$ cat config.mk
export PLATFORM = sky130hd
export DESIGN_NAME = i2cs_ctrl_slave
export DESIGN_NICKNAME = d
export VERILOG_FILES = /design/src/hdl/i2cs_ctrl_slave.v
export VERILOG_INCLUDE_DIRS = /design/src /design/src/hdl
export SDC_FILE = /design/constraint.sdc
export NUM_CORES = 1
export LEC_CHECK = 0
export BUFFER_PORTS_ARGS = -buffer_cell sky130_fd_sc_hd__buf_2
export CAP_MARGIN = 10
export CORE_AREA = 2 2 237 239
export CTS_CLUSTER_SIZE = 20
export DETAILED_ROUTE_END_ITERATION = 10
export DIE_AREA = 0 0 239 241
export GPL_ROUTABILITY_DRIVEN = 0
export PLACE_DENSITY_LB_ADDON = 0.12
export SKIP_LAST_GASP = 1
export SLEW_MARGIN = 10
export SYNTH_ARGS = -nofsm -noshare
export SYNTH_HDL_FRONTEND = slang
export SYNTH_SLANG_ARGS = --single-unit
$ cat constraint.sdc
create_clock -name sys_clk_i -period 4.39 [get_ports sys_clk_i]
set_input_delay 0.6585 -clock sys_clk_i [delete_from_list [all_inputs] [get_ports sys_clk_i]]
set_output_delay 0.6585 -clock sys_clk_i [all_outputs]
set_load 0.03 [all_outputs]
$ cat src/hdl/i2cs_defines.vh
// Purpose: Constants for the two-wire control slave.
// Assumes: Included by the control slave module only.
// Notes:   Holds addresses, subaddress ranges and transfer lengths.
`ifndef I2CS_DEFINES_VH
`define I2CS_DEFINES_VH

// Bus addresses selected by the strap pin level.
`define I2CS_ADDR_LO     7'h1a
`define I2CS_ADDR_HI     7'h1b
// Highest subaddress that takes single bytes.
`define I2CS_LOW_TOP     8'h1f
// Filter-coefficient locations that hold five words.
`define I2CS_BQ_FIRST    8'h29
`define I2CS_BQ_LAST     8'h36
`define I2CS_BQ_WORD_END 3'd4
`define I2CS_ONE_WORD    3'd0
// Last byte index inside a wide word and inside a narrow location.
`define I2CS_WIDE_BYTE   2'd3
`define I2CS_NARROW_BYTE 2'd0
// Last bit index of a serial byte.
`define I2CS_BIT_LAST    3'd7
// Full width of a read word.
`define I2CS_WORD_BITS   6'd32
// Cycles after reset release before the strap is taken.
`define I2CS_STRAP_WAIT  2'd2
// Write buffer width: five words of thirty-two bits.
`define I2CS_BUF_MSB     159
`define I2CS_BUF_KEEP    151

`endif

$ cat src/hdl/i2cs_ctrl_slave.v
// Purpose: Slave end of the two-wire serial control port of an audio amplifier.
// Assumes: User logic runs on sys_clk_i; bus pins are asynchronous to it.
// Notes:   Writes are handed out only as whole locations; reads are fetched again for every byte.
//
// Operation
// - Works as slave at 100 kHz and 400 kHz, single and multi-byte.
// - Slave only: never masters, never waits, never holds the clock low.
// - Subaddresses 0x00 to 0x1F accept single and multi-byte transfers.
// - Subaddresses 0x20 and up move only in whole four-byte words, and 0x29 to 0x36 only in whole five-word groups.
// - Multi-byte read sends bytes from the subaddress while master acknowledges.
// - Unused bits of narrow locations read back as zero.
// - Bytes are counted per location; short writes are dropped at stop or start.
// - Sequential write starts at the subaddress and advances through locations.
// - A partial final location is dropped; earlier complete locations are kept.
// - Write: start, address with zero, subaddress, data, all acknowledged, stop.
// - Every data byte of a multi-byte write is acknowledged.
// - Read: subaddress written, repeated start, address with one, acknowledge, data.
// - Bus address is latched from the strap pin once after reset.

`include "i2cs_defines.vh"

module i2cs_ctrl_slave (
	input  wire         sys_clk_i,
	input  wire         reset_n_i,
	input  wire         scl_i,
	input  wire         sda_i,
	output wire         sda_o,
	output wire         sda_oe_o,
	input  wire         adr_pin_i,
	output wire [6:0]   dev_addr_o,
	output wire         wr_stb_o,
	output wire [7:0]   wr_addr_o,
	output wire [159:0] wr_data_o,
	output wire         rd_req_o,
	output wire [7:0]   rd_addr_o,
	output wire [2:0]   rd_word_o,
	input  wire [31:0]  rd_data_i,
	input  wire [5:0]   rd_bits_i
);

	// ****************************************
	// States and helpers
	// ****************************************
	localparam [2:0] ST_IDLE = 3'd0;
	localparam [2:0] ST_DEV  = 3'd1;
	localparam [2:0] ST_SUB  = 3'd2;
	localparam [2:0] ST_WDAT = 3'd3;
	localparam [2:0] ST_ACK  = 3'd4;
	localparam [2:0] ST_RD   = 3'd5;
	localparam [2:0] ST_MACK = 3'd6;

	function [2:0] last_word;
		input [7:0] sub;
		begin
			if (sub >= `I2CS_BQ_FIRST && sub <= `I2CS_BQ_LAST)
				last_word = `I2CS_BQ_WORD_END;
			else
				last_word = `I2CS_ONE_WORD;
		end
	endfunction

	function [1:0] last_byte;
		input [7:0] sub;
		begin
			if (sub <= `I2CS_LOW_TOP)
				last_byte = `I2CS_NARROW_BYTE;
			else
				last_byte = `I2CS_WIDE_BYTE;
		end
	endfunction

	function [31:0] bit_mask;
		input [5:0] bits;
		begin
			if (bits >= `I2CS_WORD_BITS)
				bit_mask = 32'hffffffff;
			else
				bit_mask = ~(32'hffffffff << bits);
		end
	endfunction

	// ****************************************
	// Registers
	// ****************************************
	reg         scl_m_ff, scl_s_ff, scl_d_ff;
	reg         sda_m_ff, sda_s_ff, sda_d_ff;
	reg         adr_m_ff, adr_s_ff;
	reg [1:0]   strap_cnt_ff;
	reg         strap_done_ff;
	reg [6:0]   dev_addr_ff;
	reg [2:0]   state_ff;
	reg [2:0]   ack_next_ff;
	reg         flag_ff;
	reg [2:0]   bit_cnt_ff;
	reg [7:0]   shift_ff;
	reg [7:0]   tx_ff;
	reg         oe_ff;
	reg [7:0]   cur_addr_ff;
	reg [2:0]   word_ff;
	reg [1:0]   byte_ff;
	reg [`I2CS_BUF_MSB:0] wbuf_ff;
	reg         wr_stb_ff;
	reg [7:0]   wr_addr_ff;
	reg [`I2CS_BUF_MSB:0] wr_data_ff;
	reg         fetch_ff;
	reg         rd_req_ff;
	reg         cap_ff;
	reg [31:0]  rdw_ff;

	// ****************************************
	// Bus event decode
	// ****************************************
	wire scl_rise = scl_s_ff & ~scl_d_ff;
	wire scl_fall = ~scl_s_ff & scl_d_ff;
	wire bus_start = scl_s_ff & scl_d_ff & sda_d_ff & ~sda_s_ff;
	wire bus_stop  = scl_s_ff & scl_d_ff & ~sda_d_ff & sda_s_ff;
	wire [7:0] rx_byte = {shift_ff[6:0], sda_s_ff};
	wire end_byte = (byte_ff == last_byte(cur_addr_ff));
	wire end_loc  = end_byte && (word_ff == last_word(cur_addr_ff));
	wire [`I2CS_BUF_MSB:0] wbuf_nxt = {wbuf_ff[`I2CS_BUF_KEEP:0], rx_byte};

	// Narrow locations send their low byte; wide words go out high byte first.
	reg [7:0] rd_byte;
	always @* begin
		rd_byte = rdw_ff[7:0];
		if (last_byte(cur_addr_ff) == `I2CS_WIDE_BYTE) begin
			case (byte_ff)
				2'd0:    rd_byte = rdw_ff[31:24];
				2'd1:    rd_byte = rdw_ff[23:16];
				2'd2:    rd_byte = rdw_ff[15:8];
				default: rd_byte = rdw_ff[7:0];
			endcase
		end
	end

	// ****************************************
	// Synchronisers and strap capture
	// ****************************************
	// Sampling at 200 MHz leaves hundreds of cycles per bit at 400 kHz.
	always @(posedge sys_clk_i or negedge reset_n_i) begin
		if (!reset_n_i) begin
			scl_m_ff      <= 1'b1;
			scl_s_ff      <= 1'b1;
			scl_d_ff      <= 1'b1;
			sda_m_ff      <= 1'b1;
			sda_s_ff      <= 1'b1;
			sda_d_ff      <= 1'b1;
			adr_m_ff      <= 1'b0;
			adr_s_ff      <= 1'b0;
			strap_cnt_ff  <= 2'd0;
			strap_done_ff <= 1'b0;
			dev_addr_ff   <= `I2CS_ADDR_LO;
		end else begin
			scl_m_ff <= scl_i;
			scl_s_ff <= scl_m_ff;
			scl_d_ff <= scl_s_ff;
			sda_m_ff <= sda_i;
			sda_s_ff <= sda_m_ff;
			sda_d_ff <= sda_s_ff;
			adr_m_ff <= adr_pin_i;
			adr_s_ff <= adr_m_ff;
			// The pin is read once; afterwards it may serve as a fault output.
			if (!strap_done_ff) begin
				if (strap_cnt_ff == `I2CS_STRAP_WAIT) begin
					strap_done_ff <= 1'b1;
					dev_addr_ff   <= adr_s_ff ? `I2CS_ADDR_HI : `I2CS_ADDR_LO;
				end else begin
					strap_cnt_ff <= strap_cnt_ff + 2'd1;
				end
			end
		end
	end

	// ****************************************
	// Protocol engine
	// ****************************************
	always @(posedge sys_clk_i or negedge reset_n_i) begin
		if (!reset_n_i) begin
			state_ff    <= ST_IDLE;
			ack_next_ff <= ST_IDLE;
			flag_ff     <= 1'b0;
			bit_cnt_ff  <= 3'd0;
			shift_ff    <= 8'h00;
			tx_ff       <= 8'h00;
			oe_ff       <= 1'b0;
			cur_addr_ff <= 8'h00;
			word_ff     <= 3'd0;
			byte_ff     <= 2'd0;
			wbuf_ff     <= {(`I2CS_BUF_MSB+1){1'b0}};
			wr_stb_ff   <= 1'b0;
			wr_addr_ff  <= 8'h00;
			wr_data_ff  <= {(`I2CS_BUF_MSB+1){1'b0}};
			fetch_ff    <= 1'b0;
			rd_req_ff   <= 1'b0;
			cap_ff      <= 1'b0;
			rdw_ff      <= 32'h00000000;
		end else begin
			wr_stb_ff <= 1'b0;
			fetch_ff  <= 1'b0;
			rd_req_ff <= fetch_ff;
			cap_ff    <= rd_req_ff;
			if (cap_ff)
				rdw_ff <= rd_data_i & bit_mask(rd_bits_i);
			if (!strap_done_ff) begin
				state_ff <= ST_IDLE;
			end else if (bus_start) begin
				// A start drops any unfinished location held in the buffer.
				state_ff   <= ST_DEV;
				bit_cnt_ff <= 3'd0;
				oe_ff      <= 1'b0;
				word_ff    <= 3'd0;
				byte_ff    <= 2'd0;
				wbuf_ff    <= {(`I2CS_BUF_MSB+1){1'b0}};
			end else if (bus_stop) begin
				state_ff <= ST_IDLE;
				oe_ff    <= 1'b0;
			end else begin
				case (state_ff)
					ST_DEV, ST_SUB, ST_WDAT: begin
						if (scl_rise) begin
							shift_ff   <= rx_byte;
							bit_cnt_ff <= bit_cnt_ff + 3'd1;
							if (bit_cnt_ff == `I2CS_BIT_LAST) begin
								state_ff <= ST_ACK;
								flag_ff  <= 1'b0;
								if (state_ff == ST_DEV) begin
									if (rx_byte[7:1] != dev_addr_ff) begin
										state_ff <= ST_IDLE;
									end else if (rx_byte[0]) begin
										ack_next_ff <= ST_RD;
										fetch_ff    <= 1'b1;
									end else begin
										ack_next_ff <= ST_SUB;
									end
								end else if (state_ff == ST_SUB) begin
									cur_addr_ff <= rx_byte;
									word_ff     <= 3'd0;
									byte_ff     <= 2'd0;
									ack_next_ff <= ST_WDAT;
								end else begin
									ack_next_ff <= ST_WDAT;
									if (end_loc) begin
										wr_stb_ff   <= 1'b1;
										wr_addr_ff  <= cur_addr_ff;
										wr_data_ff  <= wbuf_nxt;
										wbuf_ff     <= {(`I2CS_BUF_MSB+1){1'b0}};
										cur_addr_ff <= cur_addr_ff + 8'd1;
										word_ff     <= 3'd0;
										byte_ff     <= 2'd0;
									end else if (end_byte) begin
										wbuf_ff <= wbuf_nxt;
										word_ff <= word_ff + 3'd1;
										byte_ff <= 2'd0;
									end else begin
										wbuf_ff <= wbuf_nxt;
										byte_ff <= byte_ff + 2'd1;
									end
								end
							end
						end
					end
					ST_ACK: begin
						// SDA only moves while SCL is low; SCL itself is never driven.
						if (scl_fall) begin
							if (!flag_ff) begin
								oe_ff   <= 1'b1;
								flag_ff <= 1'b1;
							end else begin
								flag_ff    <= 1'b0;
								bit_cnt_ff <= 3'd0;
								state_ff   <= ack_next_ff;
								if (ack_next_ff == ST_RD) begin
									tx_ff <= rd_byte;
									oe_ff <= ~rd_byte[7];
								end else begin
									oe_ff <= 1'b0;
								end
							end
						end
					end
					ST_RD: begin
						if (scl_rise) begin
							bit_cnt_ff <= bit_cnt_ff + 3'd1;
							if (bit_cnt_ff == `I2CS_BIT_LAST) begin
								state_ff <= ST_MACK;
								flag_ff  <= 1'b0;
							end
						end else if (scl_fall) begin
							tx_ff <= {tx_ff[6:0], 1'b0};
							oe_ff <= ~tx_ff[6];
						end
					end
					ST_MACK: begin
						if (scl_fall) begin
							if (!flag_ff) begin
								oe_ff <= 1'b0;
							end else begin
								state_ff   <= ST_RD;
								bit_cnt_ff <= 3'd0;
								flag_ff    <= 1'b0;
								tx_ff      <= rd_byte;
								oe_ff      <= ~rd_byte[7];
							end
						end else if (scl_rise && !flag_ff) begin
							if (sda_s_ff) begin
								state_ff <= ST_IDLE;
							end else begin
								flag_ff  <= 1'b1;
								fetch_ff <= 1'b1;
								if (end_loc) begin
									cur_addr_ff <= cur_addr_ff + 8'd1;
									word_ff     <= 3'd0;
									byte_ff     <= 2'd0;
								end else if (end_byte) begin
									word_ff <= word_ff + 3'd1;
									byte_ff <= 2'd0;
								end else begin
									byte_ff <= byte_ff + 2'd1;
								end
							end
						end
					end
					default: begin
						state_ff <= ST_IDLE;
						oe_ff    <= 1'b0;
					end
				endcase
			end
		end
	end

	// ****************************************
	// Outputs
	// ****************************************
	// The pin is open drain: it is only ever pulled low.
	assign sda_o      = 1'b0;
	assign sda_oe_o   = oe_ff;
	assign dev_addr_o = dev_addr_ff;
	assign wr_stb_o   = wr_stb_ff;
	assign wr_addr_o  = wr_addr_ff;
	assign wr_data_o  = wr_data_ff;
	assign rd_req_o   = rd_req_ff;
	assign rd_addr_o  = cur_addr_ff;
	assign rd_word_o  = word_ff;

endmodule // i2cs_ctrl_slave

==> impl_metrics.env, run 1 <==
export IMPL_synth_ff_latch_count=406
export IMPL_rsz0062_at_grt="no"
export IMPL_syn_area_um2=16400
export IMPL_ys_seq_area_share_pct=62.0
export IMPL_layout_common_cells="400 x dfrtp_1, 224 x buf_2, 152 x a22o_1"
export IMPL_finish_net_count=1494
export IMPL_hold_viol=0
export IMPL_die_y_um=241
export IMPL_hold_class="in -> async"
export IMPL_total_power_mw=8.02
export IMPL_vias_per_cell=4.93
export IMPL_start_kind="flip-flop"
export IMPL_num_vias=10700
export IMPL_use_met1_pct=21.4
export IMPL_synthFlopType="dfrtp_1"
export IMPL_syn_to_final_growth_pct=20.9
export IMPL_required_ns=4.85
export IMPL_globalRouteOverflowTotal=0
export IMPL_htreeDepth=2
export IMPL_grt_busiest_layer="met2"
export IMPL_cts_tree="done"
export IMPL_synth_cells=1231
export IMPL_layout_drive_gt1_share_pct=28.6
export IMPL_row_count=86
export IMPL_remaining_drc_errors=0
export IMPL_placed_cell_area_um2=18200
export IMPL_grt_pass1_wl_um=67900
export IMPL_final_area_um2=19800
export IMPL_yosysWarnings=0
export IMPL_initial_core_util_pct=29.9
export IMPL_worst_pin_slew_ns=1.23
export IMPL_ant_nets=0
export IMPL_antenna_found_initial=0
export IMPL_numClockSinks=406
export IMPL_hpwl_um=28700
export IMPL_ios=233
export IMPL_fin_setup_tns_ns=0
export IMPL_fmax_ghz=0.300
export IMPL_arrival_ns=3.79
export IMPL_dr_pass1_iters=6
export IMPL_async_flop_share_pct=100
export IMPL_synth_cell_types=64
export IMPL_cp_max_fo=33
export IMPL_ir_drop_mv=0.253
export IMPL_holdBufCountCts=0
export IMPL_grt_pass1_vias=10900
export IMPL_synth_edf_count=0
export IMPL_setup_violations=0
export IMPL_io_buffers=225
export IMPL_post_cts_resized=0
export IMPL_end_kind="flip-flop"
export IMPL_slew_headroom_pct=16.8
export IMPL_status="completed"
export IMPL_final_common_cell="dfrtp_1"
export IMPL_cap_violations=0
export IMPL_clock_latency_ns=0.58
export IMPL_timing_final_crit_period_ns=3.33
export IMPL_fp_dieW_um=239
export IMPL_p_per_area_nw_per_um2=405
export IMPL_final_max_slew_viol_count=0
export IMPL_fillCellCount=5371
export IMPL_grt_usage_pct=15.2
export IMPL_avgRoutedWirePerCell_um=20.0
export IMPL_syn_area_per_cell_um2=13.3
export IMPL_skew_ns=0.0184
export IMPL_timing_final_crit_share_pct=75.8
export IMPL_power_leakage_nw=10.2
export IMPL_grt_max_degree=113
export IMPL_ctsLongestPathBuffers=3
export IMPL_postCtsSetupBuffers=0
export IMPL_coreArea_um2=54900
export IMPL_drtIter0Drc=610
export IMPL_use_met2_pct=24.0
export IMPL_dpl_worst_slack_ns=1.00
export IMPL_root_buffer="clkbuf_16"
export IMPL_grt_use_met3_pct=2.54
export IMPL_timing_final_ws_setup_ns=1.06
export IMPL_cts_inserted_buffers=48
export IMPL_worstSetupPathType="reg -> reg"
export IMPL_clk_transition_reported_paths_ns=0.06
export IMPL_die_area_um2=57600
export IMPL_routed_wl_um=43600
export IMPL_diodes=0
[Yosys cell counts, types with 16 or more instances]
library cell  count  area, um^2
dfrtp_1         400       10000
a22o_1          152        1330
mux2_1           99        1110
mux2_2           72         811
inv_1            52         195
o21ai_0          46         230
clkbuf_1         44         165
nand2_1          40         150
nor2_1           30         113
a21oi_1          27         135
nand3_1          25         125
buf_2            16        80.1
[state kept, by name, indices dropped and copies added (netlist names), 2 cells and up]
register	flops
wr_addr_o	8
wr_data_o	160
shift_ff	7
strap_cnt_ff	2
tx_ff	7
rdw_ff	32
rd_word_o	3
bit_cnt_ff	3
byte_ff	2
wbuf_ff	152
rd_addr_o	8
ack_next_ff	3
state_ff	3
[final timing paths]
| kind | start | to | slack, ns | depth (start not counted) |
|---|---|---|---|---|
| worst max-delay path | rd_addr_o[1]$_DFFE_PN0P_ | wr_data_o[105]$_DFFE_PN0P_ | 1.06 | 9 |
| worst min-delay path | reset_n_i | wr_data_o[149]$_DFFE_PN0P_ | 0.14 | 1 |
| worst min register to register | fetch_ff$_DFF_PN0_ | rd_req_o$_DFF_PN0_ | 0.35 | 0 |
| max in group asynchronous | reset_n_i | scl_s_ff$_DFF_PN1_ | 3.12 | 2 |
| min in group sys_clk_i | scl_i | scl_m_ff$_DFF_PN1_ | 0.19 | 1 |
| worst max register to register | rd_addr_o[1]$_DFFE_PN0P_ | wr_data_o[105]$_DFFE_PN0P_ | 1.06 | 9 |
[critical path, stage by stage (launching register included)]
cell	delay, ns
dfrtp_1	0.52
inv_1	0.11
ha_1	0.19
nor3b_1	0.21
o22ai_1	0.18
a221o_1	0.34
or2_1	0.36
nor2_8	0.60
buf_12	0.30
mux2_2	0.36
[where the power goes]
group | leakage, nW | switching, mW | internal (mW)
combinational | 3.96 | 0.147 | 0.0521
sequential | 5.46 | 0.0209 | 3.76
clock | 0.797 | 1.57 | 2.46
total | 10.2 | 1.74 | 6.28
[layer usage]
layer / share of wire (%) / vias up
met3: 4.0 / 61
li1: - / 4924
met1: 46 / 5548
met4: 2.1 / 0
met2: 48 / 206
met5: 0 / -
[final cells by class]
class	count	area (um^2)	area share, %
Clock inverter	15	193	0.972
Clock buffer	72	1420	7.17
Multi-Input combinational cell	682	5540	27.9
Sequential cell	406	10200	51.3
Timing Repair Buffer	248	1420	7.17
Inverter	52	195	0.985
Tap cell	704	881	4.45
[stage by stage]
step           utilization (%)  hold slack [ns]  cells
6_report                  36.1            0.135   2179
5_1_grt                   36.1            0.170   2179
4_1_cts                   36.1            0.147   2179
3_5_place_dp              33.2            0.339   2092
3_3_place_gp              33.2            0.335   2092
2_1_floorplan                -            0.331   1236
[cells by family after synthesis]
group,after synthesis,share of synthesized area (%)
flip-flops,406,62.0
AO/OA/AOI/OAI,302,14.0
buffers and inverters,148,4.41
AND/OR/NAND/NOR,169,5.29
other,2,0.0458
adder cells (fa/ha/maj),13,0.992
XOR/XNOR,3,0.160
multiplexers,188,13.1
Note: power is estimated with default switching activity, not from simulation.
==> inputs of run 2 (changes only) <==
- clock period: 4.39 -> 3.4 ns (I/O delays scaled with it)
==> impl_metrics.env, run 2 (same netlist as run 1, synthesis figures left out) <==
export IMPL_finish_net_count=1506
export IMPL_antenna_found_initial=0
export IMPL_grt_busiest_layer="met2"
export IMPL_row_count=86
export IMPL_remaining_drc_errors=0
export IMPL_grt_usage_pct=15.1
export IMPL_routed_wl_um=43400
export IMPL_cp_max_fo=51
export IMPL_rsz0062_at_grt="no"
export IMPL_use_met1_pct=20.8
export IMPL_stdcell_count=2193
export IMPL_hold_class="in -> reg"
export IMPL_clock_latency_ns=0.58
export IMPL_multi_input_area_um2=5540
export IMPL_clk_transition_reported_paths_ns=0.06
export IMPL_cap_violations=0
export IMPL_hold_slack_ns=0.0463
export IMPL_ctsLongestPathBuffers=3
export IMPL_layout_common_cells="400 x dfrtp_1, 224 x buf_2, 152 x a22o_1"
export IMPL_timing_final_crit_share_pct=89.6
export IMPL_htreeDepth=2
export IMPL_grt_max_degree=99
export IMPL_largest_register_ff_count=160
export IMPL_placedCellCount=2104
export IMPL_grt_pass1_vias=11000
export IMPL_root_buffer="clkbuf_16"
export IMPL_coreArea_um2=54900
export IMPL_final_common_cell="dfrtp_1"
export IMPL_vias_per_cell=4.92
export IMPL_grt_use_met3_pct=2.38
export IMPL_slew_headroom_pct=35.8
export IMPL_setup_violations=0
export IMPL_hp_start="sda_i"
export IMPL_syn_to_final_growth_pct=21.8
export IMPL_final_area_um2=20000
export IMPL_use_met2_pct=24.5
export IMPL_ir_drop_mv=0.311
export IMPL_placed_cell_area_um2=18300
export IMPL_arrival_ns=3.49
export IMPL_num_vias=10800
export IMPL_timing_final_ws_setup_ns=0.355
export IMPL_numClockSinks=406
export IMPL_dr_pass1_iters=5
export IMPL_total_power_mw=10.4
export IMPL_io_buffers=225
export IMPL_hpwl_um=29100
export IMPL_drtIter0Drc=566
export IMPL_cts_tree="done"
export IMPL_final_util_pct=36.4
export IMPL_hold_viol=0
export IMPL_globalRouteOverflowTotal=0
export IMPL_power_leakage_nw=10.3
export IMPL_status="completed"
export IMPL_fmax_ghz=0.328
export IMPL_final_max_slew_viol_count=0
export IMPL_ios=233
export IMPL_r2r_end="wr_data_o[44]$_DFFE_PN0P_"
export IMPL_skew_ns=0.0212
export IMPL_initial_core_util_pct=29.9
export IMPL_diodes=0
export IMPL_end_kind="flip-flop"
export IMPL_dpl_worst_slack_ns=0.349
export IMPL_fp_dieW_um=239
export IMPL_layout_drive_gt1_share_pct=29.0
export IMPL_worst_pin_slew_ns=0.963
export IMPL_start_kind="flip-flop"
export IMPL_die_y_um=241
export IMPL_fin_setup_tns_ns=0
export IMPL_fillCellCount=5380
export IMPL_ant_nets=0
export IMPL_avgRoutedWirePerCell_um=19.8
export IMPL_post_cts_resized=0
export IMPL_timing_final_crit_period_ns=3.05
export IMPL_worstSetupPathType="reg -> reg"
export IMPL_rr_startpoint="rd_addr_o[1]$_DFFE_PN0P_"
export IMPL_p_per_area_nw_per_um2=520
export IMPL_grt_pass1_wl_um=67700
export IMPL_required_ns=3.84
export IMPL_min_path_cells=1
export IMPL_cts_inserted_buffers=47
export IMPL_rrSetupSlack_ns=0.35
export IMPL_die_area_um2=57600
export IMPL_hold_end="sda_m_ff$_DFF_PN1_"
export IMPL_ff2ff_path_depth=9
export IMPL_regArea_um2=10200
-- run 2: worst max path at each step --
stage | from | to | slack (ns) | cells after the start
finish | rd_addr_o[1]$_DFFE_PN0P_ | wr_data_o[44]$_DFFE_PN0P_ | 0.35 | 9
global route | rd_addr_o[1]$_DFFE_PN0P_ | wr_data_o[14]$_DFFE_PN0P_ | 0.10 | 9
CTS | rd_addr_o[1]$_DFFE_PN0P_ | wr_data_o[12]$_DFFE_PN0P_ | 0.33 | 9
detailed placement | rd_addr_o[1]$_DFFE_PN0P_ | wr_data_o[34]$_DFFE_PN0P_ | 0.35 | 9
global placement | rd_addr_o[1]$_DFFE_PN0P_ | wr_data_o[46]$_DFFE_PN0P_ | 0.40 | 9
floorplan | rd_addr_o[0]$_DFFE_PN0P_ | wr_data_o[63]$_DFFE_PN0P_ | 0.68 | 11
-- run 2: repair_timing --
| item | CTS | global route |
|---|---|---|
| buffers inserted | 0 | 0 |
| hold buffers | 1 | 0 |
| hold endpoints to repair | 11 | 0 |
| setup endpoints to repair | 0 | 0 |
-- run 2: power by group --
part           switching, mW  internal [mW]  leakage [nW]
sequential            0.0247           4.86          5.46
clock                   2.01           3.22         0.801
combinational          0.193         0.0737          4.04
total                   2.23           8.16          10.3
-- run 2: per-layer routing --
metal,part of all wire [%],vias up
met3,3.7,48
met4,1.9,0
met5,0,-
li1,-,4928
met2,48,214
met1,46,5591
-- run 2: critical path, stage by stage (launching register included) --
cell	delay, ns
dfrtp_1	0.53
inv_1	0.11
ha_1	0.20
nor3b_1	0.18
o22ai_1	0.14
a221o_1	0.34
or2_1	0.36
nor2_8	0.33
buf_12	0.31
mux2_1	0.36
-- run 2: area by class of cell --
type	count	area share (%)
well taps	704	4.41
multi-input cells	682	27.7
clock inverters	15	1.08
clock buffers	73	7.04
inverters	52	0.978
flip-flops and latches	406	50.9
repair buffers	261	7.81
==> inputs of run 3 (changes only) <==
- CORE_AREA: 2 2 237 239 -> 2 2 194 196
- DIE_AREA: 0 0 239 241 -> 0 0 196 198
==> impl_metrics.env, run 3 (same netlist as run 1, synthesis figures left out) <==
export IMPL_status="finished with violations"
export IMPL_violations="negative hold slack"
export IMPL_arrival_ns=3.37
export IMPL_diodes=0
export IMPL_layout_common_cells="400 x dfrtp_1, 224 x buf_2, 152 x a22o_1"
export IMPL_power_leakage_nw=10.1
export IMPL_syn_to_final_growth_pct=17.8
export IMPL_row_count=71
export IMPL_hold_slack_ns=-0.00318
export IMPL_antenna_found_initial=0
export IMPL_io_buffers=225
export IMPL_grt_usage_pct=19.8
export IMPL_grt_pass1_vias=10500
export IMPL_num_vias=10700
export IMPL_slew_headroom_pct=34.2
export IMPL_holdBufCountCts=0
export IMPL_timing_final_crit_share_pct=86.1
export IMPL_required_ns=3.84
export IMPL_worst_pin_slew_ns=0.982
export IMPL_post_cts_resized=0
export IMPL_root_buffer="clkbuf_16"
export IMPL_numClockSinks=406
export IMPL_rsz0062_at_grt="no"
export IMPL_setup_violations=0
export IMPL_skew_ns=0.0164
export IMPL_finish_net_count=1490
export IMPL_grt_max_degree=95
export IMPL_end_kind="flip-flop"
export IMPL_cts_tree="done"
export IMPL_dr_pass1_iters=5
export IMPL_fp_dieW_um=196
export IMPL_fin_setup_tns_ns=0
export IMPL_cts_inserted_buffers=42
export IMPL_htreeDepth=2
export IMPL_stdcell_count=1936
export IMPL_final_max_slew_viol_count=0
export IMPL_fmax_ghz=0.342
export IMPL_die_y_um=198
export IMPL_clock_latency_ns=0.56
export IMPL_crit_slowest_cell="dfrtp_1"
export IMPL_path_cells="inv_1 -> ha_1 -> and3b_1 -> o22ai_1 -> a221o_1 -> or2_1 -> nor2_8 -> buf_12 -> mux2_2"
export IMPL_hold_viol=1
export IMPL_cap_violations=0
export IMPL_initial_core_util_pct=44.4
export IMPL_final_common_cell="dfrtp_1"
export IMPL_layout_drive_gt1_share_pct=28.0
export IMPL_placedCellCount=1864
export IMPL_vias_per_cell=5.53
export IMPL_timing_final_crit_period_ns=2.93
export IMPL_postCtsSetupBuffers=0
export IMPL_ios=233
export IMPL_ant_nets=0
export IMPL_slowest_delay_ns=0.51
export IMPL_remaining_drc_errors=0
export IMPL_p_per_area_nw_per_um2=498
export IMPL_cp_max_fo=60
export IMPL_coreArea_um2=37000
export IMPL_avgRoutedWirePerCell_um=19.7
export IMPL_hpwl_um=24800
export IMPL_die_area_um2=38800
export IMPL_grt_pass1_wl_um=61000
export IMPL_ctsLongestPathBuffers=3
export IMPL_drtIter0Drc=707
export IMPL_clk_transition_reported_paths_ns=0.06
export IMPL_worstSetupPathType="reg -> reg"
export IMPL_ff2ff_path_depth=9
export IMPL_start_kind="flip-flop"
export IMPL_globalRouteOverflowTotal=0
export IMPL_hold_class="in -> async"
export IMPL_largest_register_ff_count=160
export IMPL_ir_drop_mv=0.307
export IMPL_routed_wl_um=38000
## run 3: cell count changes in the layout (fill, tap and decap cells not counted), sizes merged
cell / delta
buf: -10
clkinv: -1
clkbuf: -12
dlygate4sd3: -1
bufinv: -3
## run 3: path summary, 6_finish.rpt
kind                       slack (ns)                    endpoint                startpoint
max                              0.47  wr_data_o[101]$_DFFE_PN0P_  rd_addr_o[0]$_DFFE_PN0P_
min                            -0.003  wr_data_o[149]$_DFFE_PN0P_                 reset_n_i
max reg2reg                      0.47  wr_data_o[101]$_DFFE_PN0P_  rd_addr_o[0]$_DFFE_PN0P_
min reg2reg                      0.35          rd_req_o$_DFF_PN0_        fetch_ff$_DFF_PN0_
max in group asynchronous        2.52   wr_data_o[90]$_DFFE_PN0P_                 reset_n_i
min in group sys_clk_i           0.05          scl_m_ff$_DFF_PN1_                     scl_i
## run 3: layout make-up
class | count | area (um^2)
Fill cell | 3187 | 17600
Sequential cell | 406 | 10200
Multi-Input combinational cell | 682 | 5540
Timing Repair Buffer | 250 | 1500
Clock buffer | 61 | 1210
Tap cell | 474 | 593
Inverter | 52 | 195
Clock inverter | 11 | 109
## run 3: layer usage
| metal | GRT usage [%] | wire length [um] | up-vias |
|---|---|---|---|
| met5 | 0 | 0 | - |
| met4 | 5.72 | 682 | 0 |
| met3 | 3.42 | 1780 | 46 |
| met2 | 31.2 | 18100 | 272 |
| met1 | 28.5 | 17500 | 5482 |
| li1 | - | - | 4901 |
## run 3: power by group
group | switching [mW] | internal [mW]
registers | 0.0261 | 4.86
logic | 0.186 | 0.0782
clock network | 1.86 | 2.62
total | 2.07 | 7.56
## run 3: worst max-delay path, delay by kind of cell, from the launching register on
kind | cells | cell delay [ns]
adders and majority gates | 1 | 0.21
buffers and inverters | 2 | 0.43
and+or+nand+nor | 3 | 0.78
DFF | 1 | 0.51
AOI/OAI and AO/OA | 2 | 0.47
muxes | 1 | 0.38
## run 3: through the flow
stage / worst slack, ns / cell area (um^2) / power [mW] / util [%]
after floorplan: 0.678 / 16400 / 5.07 / -
after global placement: 0.553 / 18000 / 5.24 / 48.7
after detailed placement: 0.487 / 18000 / 5.25 / 48.7
after CTS: 0.462 / 19300 / 9.76 / 52.3
after global routing: 0.310 / 19300 / 9.98 / 52.3
final: 0.472 / 19300 / 9.63 / 52.3
